--- config.mk ---
export PLATFORM = sky130hd
export DESIGN_NAME = mmu_fault_trap
export DESIGN_NICKNAME = d
export VERILOG_FILES = /design/src/common/mmu_fault_pkg.sv /design/src/mmu_fault_trap.sv
export SDC_FILE = /design/constraint.sdc
export NUM_CORES = 1
export LEC_CHECK = 0
export BUFFER_PORTS_ARGS = -buffer_cell sky130_fd_sc_hd__buf_4
export CORE_MARGIN = 3
export CORE_UTILIZATION = 45
export CTS_CLUSTER_DIAMETER = 40
export DETAILED_ROUTE_END_ITERATION = 10
export MAX_ROUTING_LAYER = met4
export PLACE_DENSITY_LB_ADDON = 0.3
export SLEW_MARGIN = 20
export SYNTH_ARGS = -nofsm -noshare
export SYNTH_HDL_FRONTEND = slang
export SYNTH_SLANG_ARGS = --single-unit
--- constraint.sdc ---
create_clock -name clk -period 2.5 [get_ports clk]
set_input_delay 0.5 -clock clk [delete_from_list [all_inputs] [get_ports clk]]
set_output_delay 0.5 -clock clk [all_outputs]
set_load 0.02 [all_outputs]
--- src/common/mmu_fault_pkg.sv ---
// shared constants and carriers for the translation fault and trap unit
package mmu_fault_pkg;

    localparam int VA_W   = 64;
    localparam int PA_W   = 47;
    localparam int CTX_W  = 13;
    localparam int DATA_W = 64;
    localparam int ADDR_W = 8;

    // trap types
    localparam logic [7:0] TT_INSTR_EXC      = 8'h08;
    localparam logic [7:0] TT_INSTR_ERR      = 8'h0A;
    localparam logic [7:0] TT_DATA_EXC       = 8'h30;
    localparam logic [7:0] TT_DATA_ERR       = 8'h32;
    localparam logic [7:0] TT_MISALIGN_A     = 8'h35;
    localparam logic [7:0] TT_MISALIGN_B     = 8'h36;
    localparam logic [7:0] TT_PRIV_ACTION    = 8'h37;
    localparam logic [7:0] TT_MISALIGN_C     = 8'h38;
    localparam logic [7:0] TT_MISALIGN_D     = 8'h39;
    localparam logic [7:0] TT_WATCH_VA       = 8'h61;
    localparam logic [7:0] TT_WATCH_PA       = 8'h62;
    localparam logic [7:0] TT_ITLB_MISS_BASE = 8'h64;
    localparam logic [7:0] TT_DTLB_MISS_BASE = 8'h68;
    localparam logic [7:0] TT_PROT_BASE      = 8'h6C;

    // register offsets (byte addresses)
    localparam logic [ADDR_W-1:0] OFF_CTRL = 8'h00;
    localparam logic [ADDR_W-1:0] OFF_IFS  = 8'h08;
    localparam logic [ADDR_W-1:0] OFF_ITAG = 8'h10;
    localparam logic [ADDR_W-1:0] OFF_DFS  = 8'h18;
    localparam logic [ADDR_W-1:0] OFF_DFA  = 8'h20;
    localparam logic [ADDR_W-1:0] OFF_DTAG = 8'h28;

    // field positions and reset values
    localparam int CTRL_XLATE_BIT = 0;
    localparam int FS_VALID_BIT   = 0;
    localparam int FS_OVF_BIT     = 1;
    localparam logic RST_XLATE_EN = 1'b0;

    typedef struct packed {
        logic invertEndian;
        logic privilegedPage;
        logic writable;
        logic nonfaultOnly;
        logic virtCacheable;
        logic physCacheable;
        logic sideEffect;
    } tte_attr_s;

    localparam tte_attr_s IMPLIED_ATTR = '{
        invertEndian: 1'b0, privilegedPage: 1'b0, writable: 1'b1, nonfaultOnly: 1'b0,
        virtCacheable: 1'b0, physCacheable: 1'b0, sideEffect: 1'b1};

    typedef struct packed {
        logic [7:0] trapType;
        logic [5:0] rsvd;
        logic       overflow;
        logic       valid;
    } fault_status_s;

    typedef struct packed {
        logic            valid;
        logic            tlbMiss;
        logic [1:0]      missSel;
        logic            accessExc;
        logic            uncorrErr;
        logic            busErr;
        logic            multiHit;
        logic            parityErr;
        logic [VA_W-1:0] va;
    } instr_access_s;

    typedef struct packed {
        logic             valid;
        logic             isLoad;
        logic             isPrefetch;
        logic             isNonfault;
        logic             fromJumpLink;
        logic             storeFwd;
        logic             misaligned;
        logic [1:0]       misSel;
        logic             privAsi;
        logic             accessExc;
        logic             tlbMiss;
        logic [1:0]       missSel;
        logic             protViol;
        logic [1:0]       protSel;
        logic             watchHit;
        logic             watchSel;
        logic             uncorrErr;
        logic             busErr;
        logic             multiHit;
        logic             parityErr;
        logic [VA_W-1:0]  va;
        logic [CTX_W-1:0] ctxId;
        logic [PA_W-1:0]  pa;
        tte_attr_s        attr;
    } data_access_s;

    typedef struct packed {
        logic       valid;
        logic [7:0] trapType;
        logic       iUpd;
        logic       iTagUpd;
        logic       dUpd;
        logic       dTagUpd;
        logic       restrain;
    } trap_sel_s;

    typedef struct packed {
        logic       valid;
        logic [7:0] trapType;
    } trap_s;

    typedef struct packed {
        logic            valid;
        logic [PA_W-1:0] pa;
        tte_attr_s       attr;
    } mem_req_s;

endpackage

--- src/mmu_fault_trap.sv ---
// fault classification, trap selection and fault status capture
`timescale 1ns/1ps

// Summary of operation
// - Instruction miss, exception 08 and error 0A trap and update instruction fault status.
// - Data miss, exception, protection, watchpoint and data error update status and address.
// - A privileged address space from user code traps with 37, leaving data tag access alone.
// - After a data access exception the data tag access context field is undefined.
// - A misaligned trap from jump-and-link or return captures no data status or address.
// - An uncorrectable or bus error on an instruction fetch raises instruction access error.
// - Multiple hits or entry parity error in the instruction TLB raise access error 0A.
// - An uncorrectable or bus error on an operand access, other than a load forwarded from the store buffer, raises data access error 32.
// - Multiple hits or entry parity error in the data TLB raise data access error 32.
// - A load forwarded from the store buffer reports a restrainable error, not error 32.
// - Physical addresses sent to the system bus are 47 bits wide.
// - With data translation off, accesses carry fixed implied page attributes.
// - With data translation off, a prefetch completes without any memory access.
// - With data translation off, a nonfaulting load raises data access exception 30.
// - The control register has no cacheable enable bits for the translation units.
module mmu_fault_trap (
    input  wire logic                                 clk,
    input  wire logic                                 rst,
    input  wire logic [mmu_fault_pkg::ADDR_W-1:0]     regAddr,
    input  wire logic [mmu_fault_pkg::DATA_W-1:0]     regWrData,
    input  wire logic                                 regWr,
    input  wire logic                                 regRd,
    output logic      [mmu_fault_pkg::DATA_W-1:0]     regRdData,
    input  wire mmu_fault_pkg::instr_access_s         instrIn,
    input  wire mmu_fault_pkg::data_access_s          dataIn,
    output mmu_fault_pkg::trap_s                      trapOut,
    output logic                                      restrainErr,
    output logic                                      prefetchDone,
    output mmu_fault_pkg::mem_req_s                   memReq
);

    typedef struct packed {
        logic                                dataXlateEn;
        mmu_fault_pkg::fault_status_s        instrFaultStatus;
        logic [mmu_fault_pkg::VA_W-1:0]      instrTagAccess;
        mmu_fault_pkg::fault_status_s        dataFaultStatus;
        logic [mmu_fault_pkg::VA_W-1:0]      dataFaultAddress;
        logic [mmu_fault_pkg::VA_W-1:0]      dataTagAccess;
        mmu_fault_pkg::trap_s                trap;
        logic                                restrainErr;
        logic                                prefetchDone;
        mmu_fault_pkg::mem_req_s             memReq;
        logic [mmu_fault_pkg::DATA_W-1:0]    rdData;
    } state_s;

    state_s                   state_reg;
    state_s                   state_next;
    mmu_fault_pkg::trap_sel_s sel;

    function automatic logic [7:0] misalignType(input logic [1:0] s);
        case (s)
            2'h0:    misalignType = mmu_fault_pkg::TT_MISALIGN_A;
            2'h1:    misalignType = mmu_fault_pkg::TT_MISALIGN_B;
            2'h2:    misalignType = mmu_fault_pkg::TT_MISALIGN_C;
            default: misalignType = mmu_fault_pkg::TT_MISALIGN_D;
        endcase
    endfunction

    // fixed priority walk, instruction side first
    function automatic mmu_fault_pkg::trap_sel_s selectTrap(
        input mmu_fault_pkg::instr_access_s i,
        input mmu_fault_pkg::data_access_s  d,
        input logic                         xlate);
        mmu_fault_pkg::trap_sel_s r;
        logic                     errFwd;
        r = '0;
        errFwd = d.isLoad && d.storeFwd && (d.uncorrErr || d.busErr);
        if (i.valid && (i.uncorrErr || i.busErr || i.multiHit || i.parityErr)) begin
            r.trapType = mmu_fault_pkg::TT_INSTR_ERR;
            r.iUpd = 1'b1;
        end else if (i.valid && i.tlbMiss) begin
            r.trapType = mmu_fault_pkg::TT_ITLB_MISS_BASE + {6'h00, i.missSel};
            r.iUpd = 1'b1;
            r.iTagUpd = 1'b1;
        end else if (i.valid && i.accessExc) begin
            r.trapType = mmu_fault_pkg::TT_INSTR_EXC;
            r.iUpd = 1'b1;
            r.iTagUpd = 1'b1;
        end else if (d.valid && d.misaligned) begin
            r.trapType = misalignType(d.misSel);
            r.dUpd = !d.fromJumpLink;
        end else if (d.valid && d.privAsi) begin
            r.trapType = mmu_fault_pkg::TT_PRIV_ACTION;
            r.dUpd = 1'b1;
        end else if (d.valid && (d.accessExc || (d.isNonfault && !xlate))) begin
            r.trapType = mmu_fault_pkg::TT_DATA_EXC;
            r.dUpd = 1'b1;
            r.dTagUpd = 1'b1;
        end else if (d.valid && d.tlbMiss) begin
            r.trapType = mmu_fault_pkg::TT_DTLB_MISS_BASE + {6'h00, d.missSel};
            r.dUpd = 1'b1;
            r.dTagUpd = 1'b1;
        end else if (d.valid && d.protViol) begin
            r.trapType = mmu_fault_pkg::TT_PROT_BASE + {6'h00, d.protSel};
            r.dUpd = 1'b1;
            r.dTagUpd = 1'b1;
        end else if (d.valid && d.watchHit) begin
            r.trapType = d.watchSel ? mmu_fault_pkg::TT_WATCH_PA : mmu_fault_pkg::TT_WATCH_VA;
            r.dUpd = 1'b1;
        end else if (d.valid && (d.multiHit || d.parityErr
                                 || ((d.uncorrErr || d.busErr) && !errFwd))) begin
            r.trapType = mmu_fault_pkg::TT_DATA_ERR;
            r.dUpd = 1'b1;
        end
        r.valid = r.iUpd || r.iTagUpd || r.dUpd || r.dTagUpd
                  || (d.valid && d.misaligned && !(i.valid && (i.tlbMiss || i.accessExc
                      || i.uncorrErr || i.busErr || i.multiHit || i.parityErr)));
        r.restrain = d.valid && errFwd;
        return r;
    endfunction

    // status capture: set wins over a same-cycle software clear
    function automatic mmu_fault_pkg::fault_status_s captureStatus(
        input mmu_fault_pkg::fault_status_s cur,
        input logic [7:0]                   tt);
        mmu_fault_pkg::fault_status_s r;
        r = cur;
        r.overflow = cur.valid || cur.overflow;
        r.valid = 1'b1;
        r.trapType = tt;
        return r;
    endfunction

    assign sel = selectTrap(instrIn, dataIn, state_reg.dataXlateEn);

    always_comb begin
        state_next = state_reg;
        state_next.trap = '0;
        state_next.restrainErr = 1'b0;
        state_next.prefetchDone = 1'b0;
        state_next.memReq = '0;
        state_next.rdData = '0;
        if (regWr) begin
            case (regAddr)
                mmu_fault_pkg::OFF_CTRL: begin
                    // only the translation enable exists here
                    state_next.dataXlateEn = regWrData[mmu_fault_pkg::CTRL_XLATE_BIT];
                end
                mmu_fault_pkg::OFF_IFS: begin
                    if (regWrData[mmu_fault_pkg::FS_VALID_BIT]) begin
                        state_next.instrFaultStatus.valid = 1'b0;
                    end
                    if (regWrData[mmu_fault_pkg::FS_OVF_BIT]) begin
                        state_next.instrFaultStatus.overflow = 1'b0;
                    end
                end
                mmu_fault_pkg::OFF_DFS: begin
                    if (regWrData[mmu_fault_pkg::FS_VALID_BIT]) begin
                        state_next.dataFaultStatus.valid = 1'b0;
                    end
                    if (regWrData[mmu_fault_pkg::FS_OVF_BIT]) begin
                        state_next.dataFaultStatus.overflow = 1'b0;
                    end
                end
                default: begin
                end
            endcase
        end
        if (regRd) begin
            case (regAddr)
                mmu_fault_pkg::OFF_CTRL: state_next.rdData = {63'h0, state_reg.dataXlateEn};
                mmu_fault_pkg::OFF_IFS:  state_next.rdData = {48'h0, state_reg.instrFaultStatus};
                mmu_fault_pkg::OFF_ITAG: state_next.rdData = state_reg.instrTagAccess;
                mmu_fault_pkg::OFF_DFS:  state_next.rdData = {48'h0, state_reg.dataFaultStatus};
                mmu_fault_pkg::OFF_DFA:  state_next.rdData = state_reg.dataFaultAddress;
                mmu_fault_pkg::OFF_DTAG: state_next.rdData = state_reg.dataTagAccess;
                default:                 state_next.rdData = '0;
            endcase
        end
        // one trap per cycle, one side of status touched
        state_next.trap.valid = sel.valid;
        state_next.trap.trapType = sel.trapType;
        state_next.restrainErr = sel.restrain;
        if (sel.iUpd) begin
            state_next.instrFaultStatus =
                captureStatus(state_next.instrFaultStatus, sel.trapType);
        end
        if (sel.iTagUpd) begin
            state_next.instrTagAccess = instrIn.va;
        end
        if (sel.dUpd) begin
            state_next.dataFaultStatus =
                captureStatus(state_next.dataFaultStatus, sel.trapType);
            state_next.dataFaultAddress = dataIn.va;
        end
        if (sel.dTagUpd) begin
            // context field left to whatever the access carried
            state_next.dataTagAccess = {dataIn.va[mmu_fault_pkg::VA_W-1:mmu_fault_pkg::CTX_W],
                                        dataIn.ctxId};
        end
        if (dataIn.valid && !sel.valid) begin
            if (dataIn.isPrefetch && !state_reg.dataXlateEn) begin
                state_next.prefetchDone = 1'b1;
            end else begin
                state_next.memReq.valid = 1'b1;
                state_next.memReq.pa = dataIn.pa;
                state_next.memReq.attr = state_reg.dataXlateEn ? dataIn.attr
                                         : mmu_fault_pkg::IMPLIED_ATTR;
            end
        end
    end

    always_ff @(posedge clk) begin
        if (rst) begin
            state_reg <= '0;
            state_reg.dataXlateEn <= mmu_fault_pkg::RST_XLATE_EN;
        end else begin
            state_reg <= state_next;
        end
    end

    assign regRdData    = state_reg.rdData;
    assign trapOut      = state_reg.trap;
    assign restrainErr  = state_reg.restrainErr;
    assign prefetchDone = state_reg.prefetchDone;
    assign memReq       = state_reg.memReq;

    function automatic logic [7:0] instrFaultStatusType();
        return state_reg.instrFaultStatus.trapType;
    endfunction
endmodule

==> results.txt, run 1 <==
Max VDD drop: 429 uV
DR WL/cell: 18.2 um
DRC: 0
Overall Power: 13.0 mW
Fin crit period: 1.94 ns
Clock transition at path regs: 0.06 ns
Hold Buf Count CTS: 0
DR vias: 11500
CTS buffer count: 44
DP HPWL: 25.8 mm
Skew-Pair Late Insertion Delay: 0.52 ns
TNS Setup: 0 ns
Post-Synthesis Cells: 1566
Worst Setup End Kind: register
CTS tree: built
Sw frac: 21.9%
Vias in the first global route: 11200
Period utilization: 77.7%
Largest net degree at the start of global routing: 126
# fillers: 2568
Cts repair resizes: 0
Nets: 2081
Initial antenna violation count: 1
Initial Utilization: 46.0%
First-pass GRT wire length: 59.4 mm
Max Root-Sink Buffers: 3
Final Core Density: 59.4%
Number of core rows: 62
Clock Root Buffer: clkbuf_16
Layout area overhead: 29.0%
Status: complete, no violations
Total wire length: 40.0 mm
Register share of total power: 42.7%
Overflow after GRT: 0
Core Box Area: 0.0289 mm^2
Share of cells above drive strength 1: 27.2%
Register bit count reported by yosys: 340
Power Dens Cells: 758 mW/mm^2
Layout Skew: 0.00929 ns
Avg Inst Size Synth: 8.51 um^2
Routed vias/inst: 5.23
Worst-path maximum fanout: 26
Register area share after synthesis: 51.1%
Die X: 178 um
Hold WC Path Type: in -> reg
Final setup viols: 0
Post-synth top flop: dfxtp_1
Worst slew pin tran: 0.890 ns
Worst Setup Path Type: reg -> reg
Power share of the combinational group: 6.2%
Die ar.: 0.0317 mm^2
CTS Sinks: 340
Total GRT Usage: 24.3%
Final Hold Fails: 0
Syn nets: 1873
Mapped cell area: 0.0133 mm^2
Netlist cell types: 57
Die height: 178 um
GP Congestion: 0.861
Clk network pwr share: 51.1%
Fin. max-slew vios: 0
Final ANT Viol Nets: 0
Worst slew margin: 40.7%
Internal power: 10.2 mW
Total setup buffers inserted after CTS: 0
H-tree depth: 2
I/O Buffers: 369
Max reg flops: 211
Detailed router's first-iteration violation count: 748
Sw Pwr: 2.86 mW
Post-synth EDFFs: 0
Leak Pwr: 6.80 nW
Critical path required time: 2.94 ns
Synth warn: 0
CP arrival: 2.38 ns
Fmax: 0.515 GHz
Unrepaired setup endpoints after global routing: no
Crit start category: register
Share of flip-flops with an asynchronous set or reset: 0%
DR pass1 iterations: 5
Max cap viols: 0
Io pins: 433
==> path summary, 6_finish.rpt <==
path                               start                     endpoint  slack [ns]  cells after the start
max reg2reg  state_reg[354]$_SDFFE_PP0P_  state_reg[247]$_SDFFE_PP0P_        0.56                      8
max          state_reg[354]$_SDFFE_PP0P_  state_reg[247]$_SDFFE_PP0P_        0.56                      8
min                           dataIn[43]        memReq[43]$_SDFF_PP0_        0.17                      2
min reg2reg  state_reg[203]$_SDFFE_PP0P_      regRdData[9]$_SDFF_PP0_        0.45                      1
==> cells in the mapped netlist (all sizes together) (2+ instances only) <==
| master | n | area (um^2) |
|---|---|---|
| a21boi | 3 | 22.5 |
| a21oi | 208 | 1040 |
| a22o | 55 | 482 |
| a22oi | 65 | 488 |
| a2bb2oi | 2 | 17.5 |
| a31oi | 2 | 12.5 |
| and2 | 51 | 319 |
| and3 | 4 | 25.0 |
| buf | 165 | 1150 |
| clkbuf | 75 | 285 |
| dfxtp | 340 | 6810 |
| ha | 4 | 50.1 |
| inv | 12 | 45.0 |
| mux2i | 9 | 90.1 |
| nand2 | 407 | 1530 |
| nand2b | 4 | 25.0 |
| nand3 | 7 | 47.6 |
| nand4 | 2 | 12.5 |
| nor2 | 72 | 270 |
| nor2b | 3 | 18.8 |
| nor3 | 9 | 56.3 |
| nor3b | 3 | 22.5 |
| nor4 | 2 | 12.5 |
| nor4b | 4 | 35.0 |
| o211ai | 4 | 30.0 |
| o21ai | 18 | 90.1 |
| o2bb2ai | 8 | 70.1 |
| o31ai | 4 | 43.8 |
| or2 | 2 | 12.5 |
| or3 | 4 | 30.0 |
==> worst max-delay path: stages, from the launching register on <==
cell	delay (ns)
dfxtp_1	0.31
nor2b_1	0.27
nor3_1	0.11
buf_4	0.16
a311oi_4	0.33
buf_12	0.23
buf_12	0.21
nand2_1	0.07
a21oi_1	0.15
==> kinds of logic (layout without fill, tap and decap cells) <==
| group | Yosys count | in the layout | share of synthesized area [%] |
|---|---|---|---|
| muxes | 11 | 11 | 0.930 |
| other | 1 | 2 | 0.0281 |
| and+or+nand+nor | 576 | 576 | 18.2 |
| AOI/OAI and AO/OA | 381 | 381 | 18.2 |
| DFF | 340 | 340 | 51.1 |
| buffers and inverters | 253 | 494 | 11.1 |
| adders and majority gates | 4 | 4 | 0.376 |
==> final cells by class <==
class                      instances  area (um^2)  share of cell area, %
multi-input combinational        973         5070                   29.5
sequential                       340         6810                   39.6
inverter                          13         48.8                  0.284
antenna                            1         2.50                 0.0146
tap                              384          480                   2.80
clock buffer                      56         1210                   7.03
clock inverter                    23          359                   2.09
timing repair buffer             402         3210                   18.7
==> layer usage <==
metal / up-vias / global-route usage, % / wire [um]
li1: 5526 / - / -
met1: 5385 / 27.6 / 15300
met2: 469 / 41.9 / 19900
met3: 92 / 5.30 / 3270
met4: 0 / 9.49 / 1440
met5: - / - / 0
==> layout by cell type (no fill, tap or decap), types with 4 or more instances in the layout <==
master      instances
nand2_1           406
buf_4             386
dfxtp_1           340
a21oi_1           208
nor2_1             72
a22oi_1            65
a22o_1             55
and2_1             49
clkbuf_16          45
o21ai_0            17
buf_12             15
inv_1              12
mux2i_1             9
o2bb2ai_1           8
bufinv_16           8
nor3_1              7
clkbuf_1            7
nand3_1             6
clkinvlp_4          6
nand2b_1            4
o211ai_1            4
ha_1                4
clkbuf_8            4
clkinv_2            4
==> power by group through the flow <==
stage	clock, mW	combinational, mW	sequential, mW
2_1_floorplan	0	0.347	5.66
3_3_place_gp	0	0.798	5.67
3_5_place_dp	0	0.805	5.67
4_1_cts	6.75	0.812	5.56
5_1_grt	6.99	0.878	5.56
6_report	6.66	0.811	5.56
==> through the flow <==
step | cell area (um^2) | hold WS, ns | instances | setup slack [ns]
6_report | 17200 | 0.174 | 2192 | 0.557
2_1_floorplan | 13300 | 0.432 | 1566 | 0.319
4_1_cts | 17200 | 0.152 | 2191 | 0.549
3_5_place_dp | 15600 | 0.447 | 2112 | 0.0819
3_3_place_gp | 15600 | 0.441 | 2112 | 0.110
5_1_grt | 17200 | 0.155 | 2192 | 0.380
No activity file was read; power rests on OpenSTA's default activity.
==> run 2, diff against run 1 <==
- clock period: 2.5 -> 1.63 ns (I/O delays scaled with it)
==> run 2 against run 1 <==
Compared with the run above:
- the run now ends with negative setup slack left
- critical path depth shrank 2
- clock power rose by 49%
- total power rose by 53%
- first-iteration DRC count up 11%
- global-route usage is 0.94 points higher
- non-clock buffer count up 96
- sequential cell count unchanged
- sequential power up 53%
- critical endpoint is now memReq[20]$_SDFF_PP0_
- largest cell class unchanged
- largest power group unchanged
==> results.txt, run 2 (synthesis results as in run 1) <==
Sw frac: 23.2%
Period utilization: 102%
Register share of total power: 42.8%
Worst Setup End Kind: register
Initial Utilization: 46.0%
Fin crit period: 1.66 ns
RR Startpoint: state_reg[354]$_SDFFE_PP0P_
Max Root-Sink Buffers: 3
First-pass GRT wire length: 62.0 mm
Core Box Area: 0.0289 mm^2
Worst slew margin: 54.8%
DP HPWL: 27.5 mm
Power share of the combinational group: 7.4%
Overflow after GRT: 0
Detailed router's first-iteration violation count: 830
Status: complete, but fails checks
Hold EP: memReq[52]$_SDFF_PP0_
Die height: 178 um
CTS tree: built
Highest routed layer: met4
Largest net degree at the start of global routing: 130
Clock Root Buffer: clkbuf_16
Layout Skew: 0.0180 ns
Post-route cell area: 0.0183 mm^2
Routed wl met2: 20.9 mm
CTS Sinks: 340
FF-to-FF setup slack: -0.03 ns
Sw Pwr: 4.63 mW
Hold path depth: 2
CTS buffer count: 44
Critical path required time: 2.10 ns
Routed vias/inst: 5.21
Crit start category: register
Skew-Pair Late Insertion Delay: 0.53 ns
Worst r2r path cells: 6
Cell Count, Final, Fillers Out: 2291
Layout area overhead: 37.5%
Cell Area, Placed: 0.0161 mm^2
Failing checks: negative setup slack
DP Worst Slack: -0.564 ns
Reg2reg end: memReq[20]$_SDFF_PP0_
DR vias: 11900
DRC: 0
Die ar.: 0.0317 mm^2
Worst Setup Path Type: reg -> reg
H-tree depth: 2
Final Hold Fails: 0
Die X: 178 um
Worst hold slack: 0.0137 ns
I/O Buffers: 369
Fmax: 0.603 GHz
Clk network pwr share: 49.8%
Commonest non-fill, non-tap cells in the layout: buf_4, nand2_1, dfxtp_1
Initial antenna violation count: 2
DR WL/cell: 18.3 um
Final setup viols: 25
Hold path start: dataIn[52]
Worst slew pin tran: 0.678 ns
GP Congestion: 0.861
Nets: 2177
Internal power: 15.3 mW
Leak Pwr: 7.33 nW
Max cap viols: 0
DR pass1 iterations: 6
Max reg flops: 211
Most common cell after layout, fill and taps aside: buf_4
Number of core rows: 62
Dpl cells: 2163
Clock transition at path regs: 0.06 ns
Share of cells above drive strength 1: 31.1%
Met3 WL post-DR: 3.15 mm
Hold WC Path Type: in -> reg
Power Dens Cells: 1090 mW/mm^2
Total GRT Usage: 25.3%
Io pins: 433
Final ANT Viol Nets: 0
Area of the multi-input gates: 0.00525 mm^2
Total wire length: 41.8 mm
Wl on met1: 16.4 mm
Fin. max-slew vios: 0
Fin worst setup slack: -0.0295 ns
Vias in the first global route: 11700
CP arrival: 2.13 ns
Max VDD drop: 725 uV
Worst-path maximum fanout: 18
Unrepaired setup endpoints after global routing: yes
FF/Latch Area: 0.00681 mm^2
# fillers: 2377
==> run 2: critical path, cell delays in order (launching register included) <==
cell,delay (ns)
dfxtp_2,0.34
nor2b_4,0.06
or3_4,0.35
o31ai_4,0.20
and3_4,0.33
clkbuf_16,0.20
and2_1,0.13
==> run 2: stage by stage <==
stage               power [mW]  TNS, ns  util [%]
detailed placement        10.0  -113.13      55.8
finish                    19.9   -0.320      63.3
floorplan                 9.23   -56.48         -
global route              20.5    -3.17      63.3
CTS                       20.0        0      62.7
global placement          10.0  -109.32      55.8
==> run 2: worst max path at each step <==
stage / from / end / slack, ns / depth (start not counted)
CTS: state_reg[354]$_SDFFE_PP0P_ / state_reg[269]$_SDFFE_PP0P_ / 0.0004 / 9
global route: state_reg[354]$_SDFFE_PP0P_ / memReq[20]$_SDFF_PP0_ / -0.08 / 6
finish: state_reg[354]$_SDFFE_PP0P_ / memReq[20]$_SDFF_PP0_ / -0.03 / 6
global placement: regAddr[2] / regRdData[4]$_SDFF_PP0_ / -0.58 / 8
floorplan: instrIn[64] / state_reg[133]$_SDFFE_PP0P_ / -0.36 / 7
detailed placement: regAddr[2] / regRdData[4]$_SDFF_PP0_ / -0.56 / 8
==> run 2: repair_timing <==
action                                  4_1_cts  5_1_grt
buffers inserted                              6        0
pin swaps                                     1        7
cloned                                        1        2
hold buffers                                 36        1
endpoints found under the setup margin      135       76
resized for setup                            10       39
endpoints found under the hold margin        36        1
==> run 2: power by group through the flow <==
stage | Combinational, mW | Clock (mW) | Sequential [mW]
after global placement | 1.33 | 0 | 8.70
after floorplan | 0.549 | 0 | 8.68
after global routing | 1.59 | 10.4 | 8.53
final | 1.48 | 9.93 | 8.52
after detailed placement | 1.34 | 0 | 8.70
after CTS | 1.45 | 10.0 | 8.52
==> run 2: layout make-up <==
class | count | share of cell area (%)
Sequential cell | 340 | 37.2
Multi-Input combinational cell | 973 | 28.7
Timing Repair Buffer | 498 | 22.9
Clock buffer | 53 | 6.48
Tap cell | 384 | 2.62
Clock inverter | 28 | 1.84
Inverter | 13 | 0.266
Antenna cell | 2 | 0.0273
==> run 2: metal layers <==
layer	vias to the layer above	track usage (%)
li1	5724	-
met1	5609	29.5
met2	508	43.1
met3	95	4.92
met4	0	9.62
met5	-	-
